`src/pie_pkg.sv`:
```
// Package for the PHY interrupt-enable and generic-status register bank.
// Assumes one 20 MHz clock and a management port of 5-bit register numbers.
package pie_pkg;

   // ---------------------------------------------------------------
   // Widths and register numbers
   // ---------------------------------------------------------------
   localparam int PIE_ADDR_W = 5;
   localparam int PIE_DATA_W = 16;
   localparam int PIE_EVT_W = 10;
   localparam logic [4:0] PIE_OFF_FSEL_CTRL = 5'h11;
   localparam logic [4:0] PIE_OFF_IRQ_CFG = 5'h12;
   localparam logic [4:0] PIE_OFF_IRQ_EN = 5'h14;
   localparam logic [4:0] PIE_OFF_IRQ_STS = 5'h15;
   localparam logic [4:0] PIE_OFF_GEN_STS = 5'h16;
   localparam logic [4:0] PIE_OFF_STS_LAST = 5'h1c;
   localparam logic [4:0] PIE_OFF_RSV_FIRST = 5'h1d;
   localparam logic [4:0] PIE_OFF_RSV_LAST = 5'h1e;

   // ---------------------------------------------------------------
   // Field positions and reset values
   // ---------------------------------------------------------------
   localparam int PIE_FSEL_CTRL_BIT = 9;
   localparam int PIE_POL_BIT = 1;
   localparam logic [9:0] PIE_IRQ_EN_RST = 10'h3ff;
   localparam logic [15:0] PIE_GEN_STS_RST = 16'h0000;
   localparam logic PIE_FSEL_CTRL_RST = 1'b0;
   localparam logic PIE_POL_RST = 1'b0;
   // Events that fire on any change rather than on a rise
   localparam logic [9:0] PIE_CHANGE_MASK = 10'h3a0;

   // ---------------------------------------------------------------
   // Types
   // ---------------------------------------------------------------
   typedef enum logic {
      PIE_ST_CAPTURE = 1'b0,
      PIE_ST_RUN = 1'b1
   } pie_state_t;

   // Cable length codes, meaningful only at 100M
   typedef enum logic [7:0] {
      PIE_CBL_40M = 8'h1a,
      PIE_CBL_60M = 8'h22,
      PIE_CBL_80M = 8'h94,
      PIE_CBL_100M = 8'h9a,
      PIE_CBL_120M = 8'ha2,
      PIE_CBL_140M = 8'hab
   } pie_cable_len_t;

   // Bit order equals the enable register layout, bit 9 first
   typedef struct packed {
      logic crossover;
      logic speed_100;
      logic full_duplex;
      logic page_rx;
      logic link_up;
      logic symbol_error;
      logic false_carrier;
      logic tx_jabber;
      logic rx_jabber;
      logic error_end_stream;
   } pie_evt_t;

   typedef struct packed {
      logic medium_detect;
      logic fiber_select_strap;
      logic [7:0] cable_length_estimate;
   } pie_phy_in_t;

   typedef struct packed {
      logic [4:0] rsvd;
      logic medium_detect_status;
      logic fiber_mode_status;
      logic crossover_state;
      logic [7:0] cable_length_estimate;
   } pie_gen_sts_t;

endpackage : pie_pkg

```
`src/pie_evt_latch.sv`:
```
// One event detector with a sticky status bit.
// Assumes the level input is synchronous to ref_clk.
`timescale 1ns/1ps
module pie_evt_latch #(
   parameter bit IS_CHANGE = 1'b0
) (
   // Clock and reset
   input wire logic ref_clk,
   input wire logic reset,
   // Event side
   input wire logic level,
   input wire logic arm,
   input wire logic clear,
   output logic pulse,
   output logic sticky
);

   logic prev_r;
   logic prev_nxt;
   logic sticky_r;
   logic sticky_nxt;

   always_comb begin
      prev_nxt = level;
      // A held strobe counts once; arm keeps the reset state from firing
      if (IS_CHANGE) begin
         pulse = arm && (level != prev_r);
      end else begin
         pulse = arm && level && !prev_r;
      end
      // Set beats clear in the same cycle
      sticky_nxt = pulse || (sticky_r && !clear);
   end

   always_ff @(posedge ref_clk or posedge reset) begin
      if (reset) begin
         prev_r <= 1'b0;
         sticky_r <= 1'b0;
      end else begin
         prev_r <= prev_nxt;
         sticky_r <= sticky_nxt;
      end
   end

   assign sticky = sticky_r;

endmodule : pie_evt_latch

```
`src/pie_irq_status_bank.sv`:
```
// Interrupt enable, interrupt status and generic status registers of the PHY.
// Assumes a management master with one-cycle strobes and inputs on ref_clk.
`timescale 1ns/1ps

// Summary of operation
// - Bit 9 enables crossover change interrupt
// - Bit 8 enables speed change interrupt
// - Bit 7 enables duplex change interrupt
// - Bit 6 enables page received interrupt
// - Bit 5 enables link change interrupt
// - Bit 4 enables symbol error interrupt
// - Bit 3 enables false carrier interrupt
// - Bit 2 enables transmit jabber interrupt
// - Bit 1 enables receive jabber interrupt
// - Bit 0 error end-of-stream; bits 15:10 read zero
// - Status at numbers 22-28; 29-30 reserved
// - Bit 10 shows live medium detect
// - Bit 9 fiber mode, captured at reset
// - Config bit selects interrupt output polarity
module pie_irq_status_bank #(
   parameter int ADDR_W = pie_pkg::PIE_ADDR_W
) (
   // Clock and reset
   input wire logic ref_clk,
   input wire logic reset,
   // Register port
   input wire logic [ADDR_W-1:0] reg_addr,
   input wire logic [15:0] reg_wdata,
   input wire logic reg_wr,
   input wire logic reg_rd,
   output logic [15:0] reg_rdata,
   // PHY state
   input wire pie_pkg::pie_evt_t phy_evt,
   input wire pie_pkg::pie_phy_in_t phy_in,
   // Outputs
   output logic irq_out,
   output logic fiber_mode
);

   // ---------------------------------------------------------------
   // Parameter check
   // ---------------------------------------------------------------
   if (ADDR_W < pie_pkg::PIE_ADDR_W) begin : g_bad_addr_w
      $error("ADDR_W too narrow for register numbers");
   end

   // ---------------------------------------------------------------
   // Declarations
   // ---------------------------------------------------------------
   localparam logic [ADDR_W-1:0] A_FSEL = ADDR_W'(pie_pkg::PIE_OFF_FSEL_CTRL);
   localparam logic [ADDR_W-1:0] A_CFG = ADDR_W'(pie_pkg::PIE_OFF_IRQ_CFG);
   localparam logic [ADDR_W-1:0] A_IRQ_EN = ADDR_W'(pie_pkg::PIE_OFF_IRQ_EN);
   localparam logic [ADDR_W-1:0] A_STS = ADDR_W'(pie_pkg::PIE_OFF_IRQ_STS);
   localparam logic [ADDR_W-1:0] A_GEN_STS = ADDR_W'(pie_pkg::PIE_OFF_GEN_STS);
   localparam logic [ADDR_W-1:0] A_RSV0 = ADDR_W'(pie_pkg::PIE_OFF_RSV_FIRST);
   localparam logic [ADDR_W-1:0] A_RSV1 = ADDR_W'(pie_pkg::PIE_OFF_RSV_LAST);
   localparam int EW = pie_pkg::PIE_EVT_W;

   pie_pkg::pie_state_t st_r;
   pie_pkg::pie_state_t st_nxt;
   logic [EW-1:0] irq_en_r;
   logic [EW-1:0] irq_en_nxt;
   logic fsel_ctrl_r;
   logic fsel_ctrl_nxt;
   logic pol_r;
   logic pol_nxt;
   logic fiber_r;
   logic fiber_nxt;
   logic [15:0] rdata_r;
   logic [15:0] rdata_nxt;

   logic [EW-1:0] evt_vec;
   logic [EW-1:0] evt_pulse;
   logic [EW-1:0] sts;
   logic arm;
   logic sts_clr;
   logic irq_active;
   pie_pkg::pie_gen_sts_t gen_sts;

   // ---------------------------------------------------------------
   // Reset capture sequencer
   // ---------------------------------------------------------------
   // Fiber mode is latched once, in the first cycle after reset release;
   // later writes to the select bit never take effect, as reset clears it before the capture.
   always_comb begin
      st_nxt = st_r;
      fiber_nxt = fiber_r;
      case (st_r)
         pie_pkg::PIE_ST_CAPTURE: begin
            fiber_nxt = phy_in.fiber_select_strap | fsel_ctrl_r;
            st_nxt = pie_pkg::PIE_ST_RUN;
         end
         pie_pkg::PIE_ST_RUN: begin
            st_nxt = pie_pkg::PIE_ST_RUN;
         end
         default: begin
            st_nxt = pie_pkg::PIE_ST_CAPTURE;
         end
      endcase
   end

   always_ff @(posedge ref_clk or posedge reset) begin
      if (reset) begin
         st_r <= pie_pkg::PIE_ST_CAPTURE;
         fiber_r <= 1'b0;
      end else begin
         st_r <= st_nxt;
         fiber_r <= fiber_nxt;
      end
   end

   // Detectors stay quiet until their previous levels are loaded
   assign arm = (st_r == pie_pkg::PIE_ST_RUN);

   // ---------------------------------------------------------------
   // Event detectors and sticky status
   // ---------------------------------------------------------------
   assign evt_vec = phy_evt;
   assign sts_clr = reg_rd && (reg_addr == A_STS);

   for (genvar i = 0; i < EW; i++) begin : g_evt
      pie_evt_latch #(
         .IS_CHANGE(pie_pkg::PIE_CHANGE_MASK[i])
      ) u_evt (
         .ref_clk(ref_clk),
         .reset(reset),
         .level(evt_vec[i]),
         .arm(arm),
         .clear(sts_clr),
         .pulse(evt_pulse[i]),
         .sticky(sts[i])
      );
   end

   // ---------------------------------------------------------------
   // Interrupt output
   // ---------------------------------------------------------------
   // Status latches every event; the enables only gate the output
   assign irq_active = |(sts & irq_en_r);
   assign irq_out = pol_r ? irq_active : !irq_active;
   assign fiber_mode = fiber_r;

   // ---------------------------------------------------------------
   // Generic status view
   // ---------------------------------------------------------------
   always_comb begin
      gen_sts = pie_pkg::PIE_GEN_STS_RST;
      gen_sts.medium_detect_status = phy_in.medium_detect;
      gen_sts.fiber_mode_status = fiber_r;
      gen_sts.crossover_state = phy_evt.crossover;
      // Estimate is meaningless at 10M, so it reads zero there
      if (phy_evt.speed_100) begin
         gen_sts.cable_length_estimate = phy_in.cable_length_estimate;
      end
   end

   // ---------------------------------------------------------------
   // Register writes
   // ---------------------------------------------------------------
   always_comb begin
      irq_en_nxt = irq_en_r;
      fsel_ctrl_nxt = fsel_ctrl_r;
      pol_nxt = pol_r;
      if (reg_wr && reg_addr == A_IRQ_EN) begin
         // Bits 15:10 are dropped on write
         irq_en_nxt = reg_wdata[EW-1:0];
      end else if (reg_wr && reg_addr == A_FSEL) begin
         fsel_ctrl_nxt = reg_wdata[pie_pkg::PIE_FSEL_CTRL_BIT];
      end else if (reg_wr && reg_addr == A_CFG) begin
         pol_nxt = reg_wdata[pie_pkg::PIE_POL_BIT];
      end
   end

   always_ff @(posedge ref_clk or posedge reset) begin
      if (reset) begin
         irq_en_r <= pie_pkg::PIE_IRQ_EN_RST;
         fsel_ctrl_r <= pie_pkg::PIE_FSEL_CTRL_RST;
         pol_r <= pie_pkg::PIE_POL_RST;
      end else begin
         irq_en_r <= irq_en_nxt;
         fsel_ctrl_r <= fsel_ctrl_nxt;
         pol_r <= pol_nxt;
      end
   end

   // ---------------------------------------------------------------
   // Register reads
   // ---------------------------------------------------------------
   // Data stand one cycle after the strobe and read zero otherwise.
   // Numbers 23 to 28 belong to other status blocks and read zero here.
   always_comb begin
      rdata_nxt = 16'h0000;
      if (!reg_rd) begin
         rdata_nxt = 16'h0000;
      end else if (reg_addr == A_IRQ_EN) begin
         rdata_nxt = {6'h00, irq_en_r};
      end else if (reg_addr == A_STS) begin
         rdata_nxt = {6'h00, sts};
      end else if (reg_addr == A_GEN_STS) begin
         rdata_nxt = gen_sts;
      end else if (reg_addr == A_FSEL) begin
         rdata_nxt[pie_pkg::PIE_FSEL_CTRL_BIT] = fsel_ctrl_r;
      end else if (reg_addr == A_CFG) begin
         rdata_nxt[pie_pkg::PIE_POL_BIT] = pol_r;
      end else begin
         rdata_nxt = 16'h0000;
      end
   end

   always_ff @(posedge ref_clk or posedge reset) begin
      if (reset) begin
         rdata_r <= 16'h0000;
      end else begin
         rdata_r <= rdata_nxt;
      end
   end

   assign reg_rdata = rdata_r;
endmodule : pie_irq_status_bank

```
`config.mk`:
```
export PLATFORM = sky130hd
export DESIGN_NAME = pie_irq_status_bank
export DESIGN_NICKNAME = d
export VERILOG_FILES = /design/src/pie_pkg.sv /design/src/pie_evt_latch.sv /design/src/pie_irq_status_bank.sv
export SDC_FILE = /design/constraint.sdc
export NUM_CORES = 1
export LEC_CHECK = 0
export ABC_AREA = 1
export CAP_MARGIN = 40
export CELL_PAD_IN_SITES_DETAIL_PLACEMENT = 1
export CELL_PAD_IN_SITES_GLOBAL_PLACEMENT = 1
export CORE_UTILIZATION = 49
export DETAILED_ROUTE_END_ITERATION = 8
export DONT_BUFFER_PORTS = 1
export PLACE_DENSITY_LB_ADDON = 0.1
export SLEW_MARGIN = 10
export SYNTH_ARGS = -nofsm -noshare
export SYNTH_HDL_FRONTEND = slang
export SYNTH_SLANG_ARGS = --single-unit
```
`constraint.sdc`:
```
create_clock -name ref_clk -period 3.4 [get_ports ref_clk]
set_clock_uncertainty 0.05 [all_clocks]
set_input_delay 0 -clock ref_clk [delete_from_list [all_inputs] [get_ports ref_clk]]
set_output_delay 0 -clock ref_clk [all_outputs]
set_load 0.005 [all_outputs]
```
======== Yosys cells after proc, flatten, opt, wreduce, memory -nomap -nowiden ========
Cells that the tools add are included.
word-level totals
  output and inout bits ................... 18
  word-level logic and storage cells ...... 99
  input bits .............................. 45
  register bits after elaboration ......... 50
cells by class
  eq/ne operators ......................... 9
  reductions and logical operators ........ 51
  bitwise logic cells ..................... 4
  multiplexer cells ....................... 9
operator list
  operator                                     count
  2-to-1 mux 11 bit                            4
  logical AND 1 bit                            30
  equality test 5 bit (second input constant)  5
  AND 10 bit                                   1
  logical OR 1 bit                             10
  OR reduction 10 bit                          1
  zero test 1 bit                              8
  2-to-1 mux 8 bit                             1
  != test 1 bit                                4
  2-to-1 mux 1 bit                             3
  AND reduction 3 bit                          1
  2-to-1 mux 2 bit                             1
  inverter 1 bit                               2
  AND reduction 2 bit                          1
  OR 1 bit                                     1

======== Logic depth before layout (Yosys ltp) ========
Gate-level depths: netlist of the first run.
  depth after elaboration ................. 7
  gate-level depth with buffers ........... 7
  mapped depth without buffers ............ 6

======== Modules after synthesis ========
A second synthesis of the first run with hierarchy kept.
second synthesis, totals
  cell total of the unflattened synthesis .. 274
  area, all modules ....................... 2,244.7 µm²
modules (own cells, without submodules)
  module                               cells each  area each (µm²)  instances  seq. area each (µm²)
  pie_irq_status_bank                  172         1,373.8          1          638.1
  pie_evt_latch at g_evt[0].u_evt ...  9           82.6             6          50.0
  pie_evt_latch at g_evt[5].u_evt ...  12          93.8             4          50.0

======== Least setup slack after synthesis of the first run ========
OpenSTA, ideal clock, no wires.
  path type ............................... flip-flop to flip-flop
  from .................................... reg st_r, in the netlist arm
  to ...................................... reg g_evt[8].u_evt.sticky_r
  buffers on the path ..................... 1
  period minus slack after synthesis ...... 992 ps
  slack ................................... 2,408 ps
  stages on the path, launching flop included .. 6
  data required time ...................... 3,284 ps
  arrival time ............................ 876 ps
  library setup time ...................... 66 ps
  cells stage by stage .................... dfrtp_1 > clkbuf_1 > inv_1 > a21oi_1 > o21ai_0 > nand2_1
on the way
  longest elaborated chain between the ends .. 2
ends and longest elaborated chain
  element                              RTL line                    RTL
  start: declaration                   pie_irq_status_bank.sv:59   pie_pkg::pie_state_t st_r;
  start signal: assignment             pie_irq_status_bank.sv:104  st_r <= pie_pkg::PIE_ST_CAPTURE;
  start signal: assignment             pie_irq_status_bank.sv:107  st_r <= st_nxt;
  logical AND 1 bit                    pie_evt_latch.sv:27         pulse = arm && (level != prev_r);
  logical OR 1 bit                     pie_evt_latch.sv:32         sticky_nxt = pulse || (sticky_r && !clear);
  named net g_evt[8].u_evt.sticky_nxt  pie_evt_latch.sv:21         logic sticky_nxt;
  end signal: assignment               pie_evt_latch.sv:41         sticky_r <= sticky_nxt;
  end: declaration                     pie_evt_latch.sv:20         logic sticky_r;
The timed path passes the listed nets, and every way through them passes these cells.
A chain may end at the register's enable or synchronous reset.

======== Worst setup path after layout of the first run ========
  from .................................... in reg_addr[0]
  to ...................................... reg rdata_r[0], in the netlist reg_rdata[0]
on the way
  longest elaborated chain between the ends .. 5
  elaborated cells between the ends (all ways) .. 7
  those cells by class .................... eq/ne: 3; mux: 4
ends and longest elaborated chain
  element                 RTL line                    RTL
  start: declaration      pie_irq_status_bank.sv:27   input wire logic [ADDR_W-1:0] reg_addr,
  equality test 5 bit     pie_irq_status_bank.sv:199  end else if (reg_addr == A_GEN_STS) begin
  2-to-1 mux 11 bit       pie_irq_status_bank.sv:199
  2-to-1 mux 11 bit       pie_irq_status_bank.sv:197  end else if (reg_addr == A_STS) begin
  2-to-1 mux 11 bit (*)   pie_irq_status_bank.sv:195  end else if (reg_addr == A_IRQ_EN) begin
  2-to-1 mux 11 bit (*)   pie_irq_status_bank.sv:193  if (!reg_rd) begin
  named net rdata_nxt[0]  pie_irq_status_bank.sv:70   logic [15:0] rdata_nxt;
  end signal: assignment  pie_irq_status_bank.sv:214  rdata_r <= rdata_nxt;
  end: declaration        pie_irq_status_bank.sv:69   logic [15:0] rdata_r;
Mark *: on every way through the listed nets, which the timed path passes. The rest lies on a longest branch.

==> parameters.txt, run 1 <==
Parameter                              Value

Status
  Outcome ... finished clean

Floorplan
  Cell row count ... 23
  Vertical die dimension ... 66.8 um
  Width of the die ... 66.8 um
  Full die area ... 4460 um2
  Core footprint ... 4000 um2
  Number of ports placed on the die boundary ... 63
  Initial standard-cell utilization of the core ... 51.4%

Pwr
  Share of total power in combinational logic ... 17.5%
  Pwr per Cell Area ... 472 nW/um2
  Switching power share of the total ... 29.8%
  Power Internal ... 0.911 mW
  Fraction of power consumed by the clock network ... 32.6%
  Total power ... 1.30 mW
  Power share of the sequential group ... 50.0%
  Leakage power total ... 1.24 nW
  Switching power ... 0.388 mW
  Max VDD drop ... 0.000324 V

Global route
  GR Util All Layers ... 43.7%
  Global-route wire length before repair ... 13300 um
  Largest net degree at the start of global routing ... 46
  Via count of the first global-routing pass ... 2353
  Antenna violations before repair ... 0
  Global route overflow ... 0

Timing
  Setup_tns ... 0 ns
  Min cycle time layout ... 2.70 ns
  Final worst-path cycle share ... 79.5%
  Endpoints failing setup ... 0
  Final count of pins violating max slew ... 0
  Number of hold-slack violations in the final timing report ... 0
  Peak Freq ... 370 MHz
  Setup repair after global routing missed its margin ... no
  Worst Max-Slew Pin Slew ... 0.579 ns
  Relative max-transition margin ... 61.4%
  Post-Route Hold Slack ... 0.0451 ns

Clocking
  Number of H-tree branching levels ... 2
  Hold buffer count at CTS ... 60
  Number of buffers inserted to repair setup after CTS ... 0
  Maximum clock path buffer count ... 2
  CTS tree ... built
  Clock-pin slew of the registers on the worst-case setup and hold paths ... 0.08 ns
  CTS root buf ... clkbuf_8
  Post-cts repair resize count ... 0
  Clock sink count ... 45
  Number of clock buffers inserted by TritonCTS ... 5
  Latest clock arrival within the worst-skew pair ... 0.32 ns

Logic synthesis
  #FFs+latches synth ... 45
  Post-synthesis instance total ... 229
  Post-synth cell types ... 22
  Yosys synthesis warning count ... 0
  Fraction of the yosys area taken by sequential cells ... 55.4%
  Cell area after technology mapping ... 2060 um2
  Synthesized area per cell ... 8.98 um2

Setup path
  CP cell instances ... dlygate4sd3_1 -> inv_2 -> nand2_1 -> nor2_2 -> nand3_1 -> dlygate4sd3_1 -> a21oi_1 -> dlygate4sd3_1
  Critical Path Most Common Cell ... dlygate4sd3_1
  Critical path's largest stage delay ... 0.62 ns
  Category of the worst setup path capture point ... flip-flop
  Required @ worst endpoint ... 3.60 ns
  Worst setup SP type ... input port
  Top cell family by delay on the critical path ... buffers and inverters
  Cell type of the slowest stage on the worst timing path ... dlygate4sd3_1
  Critical Path Fanout Max ... 11
  WP data arrival ... 2.90 ns
  Number of buffers and inverters on the critical path ... 4
  Critical path class ... input port to flip-flop

Worst hold path
  Class of the most critical hold timing path ... input port to flip-flop

Placement
  Count of port buffers added during placement ... 0
  Placed wire-length estimate after detailed placement ... 3720 um
  Global placement routability congestion ... 0.795

Final layout
  Antenna cell count ... 0
  Final nets ... 332
  Share of final-layout standard cells stronger than drive strength 1 ... 9.72%
  Synthesis-to-finish area growth ... 33.8%

Drt
  Number of nets with antenna violations after routing ... 0
  Iteration-0 DRC Markers ... 255
  First-pass iteration count of the detailed router ... 8
  Via count of the routed design ... 2150
  Vias per cell ... 6.36
  Total Routed Length ... 8720 um
  Final routed DRC violation total ... 0
  Routed wire per std cell ... 25.8 um

Flow run
  Total of max-cap violations ... 0
-- worst paths after layout --
kind,cells past startpoint,from,endpoint,slack (ns)
min reg2reg,1,g_evt[4].u_evt.prev_r$_DFF_PP0_,g_evt[4].u_evt.sticky$_DFF_PP0_,0.39
max,8,reg_addr[0],reg_rdata[0]$_DFF_PP0_,0.70
min in group asynchronous,3,reset,reg_rdata[10]$_DFF_PP0_,0.22
max in group asynchronous,3,reset,irq_en_r[1]$_DFFE_PP1N_,2.67
max reg2reg,3,g_evt[0].u_evt.sticky$_DFF_PP0_,reg_rdata[0]$_DFF_PP0_,1.75
min,4,reg_addr[2],reg_rdata[2]$_DFF_PP0_,0.05
-- final cells by class --
class,instances,area (um2)
clock buffer,6,72.6
clock inverter,2,35.0
fill,432,1250
inverter,11,41.3
multi-input combinational,163,792
sequential,45,1140
tap,50,62.6
timing repair buffer,61,608
-- layer usage --
metal	part of all wire (%)	global-route usage, %
met1	35	48.9
met2	49	72.6
met3	8.6	11.1
met4	6.9	29.5
met5	0	0
-- placed cells by master, fill, tap and decap left out --
cell type	synthesis	layout
clkinv_1	0	1
dfrtp_1	35	35
inv_1	8	7
clkinv_2	0	1
o211ai_1	8	8
bufinv_16	0	1
nand4_1	5	5
nor2_1	12	12
nand2_2	2	2
clkbuf_8	0	5
o21ai_2	1	1
clkbuf_1	4	1
inv_2	3	3
nand2_1	57	57
nor2_8	2	2
o21ai_0	16	16
dfstp_2	10	10
conb_1	2	6
nor2_2	1	1
buf_4	6	1
a21oi_1	13	13
nand2_4	1	1
dlygate4sd3_1	0	60
o21ai_1	25	25
nand3_1	14	14
-- power groups by stage --
stage	registers, mW	logic [mW]	clock network [mW]
global route	0.650	0.246	0.438
finish	0.649	0.227	0.423
CTS	0.638	0.196	0.408
floorplan	0.629	0.106	0
global placement	0.644	0.113	0
detailed placement	0.648	0.122	0
-- synth_stat cells, drive strengths merged --
library cell	n	area (um2)
o211ai	8	60.1
clkbuf	4	15.0
inv	11	41.3
dfstp	10	263
a21oi	13	65.1
nor2	15	91.3
nand4	5	31.3
dfrtp	35	876
conb	2	7.51
o21ai	42	214
nand3	14	70.1
nand2	60	238
buf	10	83.8
-- state kept, by name, indices dropped and copies added, names as in the netlist --
name,flops
g_evt.u_evt.sticky,10
fsel_ctrl_r,1
fiber_mode,1
arm,1
irq_en_r,10
g_evt.u_evt.prev_r,10
reg_rdata,11
pol_r,1
-- cell families after synthesis --
kind of cell           synth area share (%)
other                                 0.365
buffers and inverters                  6.82
AND/OR/NAND/NOR                        20.9
flip-flops                             55.4
AO/OA/AOI/OAI                          16.5
-- through the flow --
step | setup WS, ns | cell area [um2] | util, % | cells
2_1_floorplan | 2.31 | 2070 | - | 233
3_3_place_gp | 2.31 | 2040 | 51.0 | 270
3_5_place_dp | 2.28 | 2040 | 51.0 | 270
4_1_cts | 1.01 | 2750 | 68.8 | 338
5_1_grt | 0.669 | 2750 | 68.8 | 338
6_report | 0.698 | 2750 | 68.8 | 338
-- tightest hold or removal path, stage by stage --
cell and delay [ns]:
nand2_2 0.08, nor2_8 0.08, o211ai_1 0.09, a21oi_1 0.10
Note: power is estimated with default switching activity, not from simulation.
==> inputs of run 2 (changes only) <==
--- a/config.mk
+++ b/config.mk
@@ -9,7 +9,7 @@
 export CAP_MARGIN = 40
 export CELL_PAD_IN_SITES_DETAIL_PLACEMENT = 1
 export CELL_PAD_IN_SITES_GLOBAL_PLACEMENT = 1
-export CORE_UTILIZATION = 49
+export CORE_UTILIZATION = 41
 export DETAILED_ROUTE_END_ITERATION = 8
 export DONT_BUFFER_PORTS = 1
 export PLACE_DENSITY_LB_ADDON = 0.1
==> constraint.sdc (replaced) <==
create_clock -name ref_clk -period 2.4 [get_ports ref_clk]
set_clock_uncertainty 0.05 [all_clocks]
set_input_delay 0 -clock ref_clk [delete_from_list [all_inputs] [get_ports ref_clk]]
set_output_delay 0 -clock ref_clk [all_outputs]
set_load 0.005 [all_outputs]
==> parameters.txt, run 2 (same netlist as run 1, synthesis figures left out) <==
Parameter                              Value

Timing
  Final worst-path cycle share ... 78.2%
  Endpoints failing setup ... 0
  Setup repair after global routing missed its margin ... no
  Number of hold-slack violations in the final timing report ... 0
  Relative max-transition margin ... 52.7%
  Worst Max-Slew Pin Slew ... 0.705 ns
  Peak Freq ... 533 MHz
  Setup_tns ... 0 ns
  Min cycle time layout ... 1.88 ns
  Post-Route Hold Slack ... 0.0151 ns
  Final count of pins violating max slew ... 0
  Worst Slack Setup Final ... 0.523 ns

Drt
  Total Routed Length ... 5630 um
  Vias per cell ... 5.07
  First-pass iteration count of the detailed router ... 4
  Iteration-0 DRC Markers ... 27
  Number of nets with antenna violations after routing ... 0
  Routed wire per std cell ... 16.3 um
  Via count of the routed design ... 1754
  Final routed DRC violation total ... 0

Final layout
  Antenna cell count ... 0
  Commonest cells after routing, fill and taps aside ... nand2_1, dlygate4sd3_1, dfrtp_1
  Fillers ... 555
  Final Core Density ... 55.6%
  Synthesis-to-finish area growth ... 29.5%
  Count of placed standard cells in the final layout, fillers left out ... 346
  Area of the multi-input gates ... 792 um2
  Share of final-layout standard cells stronger than drive strength 1 ... 10.0%
  Area used by sequential logic in the layout ... 1140 um2
  Final nets ... 323
  Number of flip-flops in the largest register ... 11
  Commonest non-fill, non-tap cell in the layout ... nand2_1

Global route
  GR Util All Layers ... 23.3%
  Global-route wire length before repair ... 9110 um
  Antenna violations before repair ... 0
  Largest net degree at the start of global routing ... 24
  Via count of the first global-routing pass ... 1895
  Global route overflow ... 0

Floorplan
  Width of the die ... 72.8 um
  Vertical die dimension ... 72.8 um
  Cell row count ... 25
  Full die area ... 5300 um2
  Initial standard-cell utilization of the core ... 43.0%
  Number of ports placed on the die boundary ... 63
  Core footprint ... 4790 um2

Clocking
  Number of buffers inserted to repair setup after CTS ... 0
  Latest clock arrival within the worst-skew pair ... 0.29 ns
  Number of H-tree branching levels ... 2
  CTS tree ... built
  Number of clock buffers inserted by TritonCTS ... 5
  Clock sink count ... 45
  Clock-pin slew of the registers on the worst-case setup and hold paths ... 0.08 ns
  Maximum clock path buffer count ... 2
  CTS root buf ... clkbuf_8

Setup path
  Category of the worst setup path capture point ... flip-flop
  Crit Reg-Reg Endpoint ... reg_rdata[3]$_DFF_PP0_
  WP data arrival ... 2.06 ns
  Launching point of the worst reg2reg path ... g_evt[3].u_evt.sticky$_DFF_PP0_
  Critical Path Fanout Max ... 23
  Critical path class ... input port to flip-flop
  Required @ worst endpoint ... 2.59 ns
  Worst setup SP type ... input port
  Worst R2R Setup Slack ... 1.00 ns
  Register-to-Register Path Depth ... 3

Pwr
  Pwr per Cell Area ... 616 nW/um2
  Max VDD drop ... 0.000427 V
  Leakage power total ... 1.18 nW

Placement
  Placed wire-length estimate after detailed placement ... 3720 um
  Count of port buffers added during placement ... 0
  Cell count after placement ... 288
  Worst slack after detailed placement ... 1.26 ns
  Global placement routability congestion ... 0.751

Worst hold path
  Class of the most critical hold timing path ... input port to flip-flop
  Hold Path Sink ... reg_rdata[4]$_DFF_PP0_
  Hold Startpoint ... reg_addr[2]
  Count of cells along the worst hold path ... 4

Status
  Outcome ... finished clean

Flow run
  Total of max-cap violations ... 0
==> run 2: changes by cell type in the layout (fill, tap and decap cells not counted), sizes merged <==
cell / previous run / this run
clkinvlp: 0 / 1
clkinv: 2 / 1
dlygate4sd3: 60 / 50
buf: 1 / 2
clkbuf: 6 / 7
bufinv: 1 / 0
==> run 2: what timing repair did <==
| action | in CTS | in global routing |
|---|---|---|
| hold buffers | 50 | 0 |
| resized for setup | 0 | 0 |
| endpoints found under the hold margin | 68 | 0 |
==> run 2: layer usage <==
| metal | vias to the layer above | routed length [um] | global-route usage [%] |
|---|---|---|---|
| li1 | 854 | - | - |
| met1 | 843 | 2490 | 28.8 |
| met2 | 45 | 2860 | 41.1 |
| met3 | 12 | 177 | 4.56 |
| met4 | 0 | 109 | 7.41 |
| met5 | - | 0 | 0 |
==> run 2: layout make-up <==
cell class                      instances  share of cell area (%)
Sequential cell                        45                    42.8
Clock buffer                            7                    2.87
Tap cell                               67                    3.15
Multi-Input combinational cell        163                    29.7
Timing Repair Buffer                   52                    19.6
Inverter                               11                    1.55
Clock inverter                          1                   0.282
==> run 2: worst max-delay path by stage <==
stage	start	to	slack [ns]	depth (start not counted)
finish	reg_addr[3]	irq_en_r[1]$_DFFE_PP1N_	0.52	7
global route	reg_addr[3]	irq_en_r[6]$_DFFE_PP1N_	0.42	7
CTS	reg_addr[3]	irq_en_r[7]$_DFFE_PP1N_	0.57	7
detailed placement	arm$_DFF_PP0_	g_evt[8].u_evt.sticky$_DFF_PP0_	1.26	4
global placement	arm$_DFF_PP0_	g_evt[7].u_evt.sticky$_DFF_PP0_	1.31	4
floorplan	reset	arm$_DFF_PP0_	1.31	1
==> run 2: through the flow <==
step	cell area [um2]	total power, mW
2_1_floorplan	2070	1.04
3_3_place_gp	2060	1.07
3_5_place_dp	2080	1.09
4_1_cts	2660	1.65
5_1_grt	2660	1.73
6_report	2660	1.64
==> run 2: worst max-delay path: stages <==
cell and delay [ns]:
dlygate4sd3_1 0.63, nor2_8 0.26, nand2_4 0.22, nor2_8 0.21, nand2_1 0.08, nand2_1 0.09, dlygate4sd3_1 0.56
==> run 2: report_power, final <==
part / internal [mW] / switching, mW / total [mW] / leakage [nW]
Clock: 0.206 / 0.249 / 0.455 / 0.0385
Combinational: 0.138 / 0.148 / 0.286 / 0.632
Sequential: 0.845 / 0.0544 / 0.900 / 0.513
Total: 1.19 / 0.451 / 1.64 / 1.18
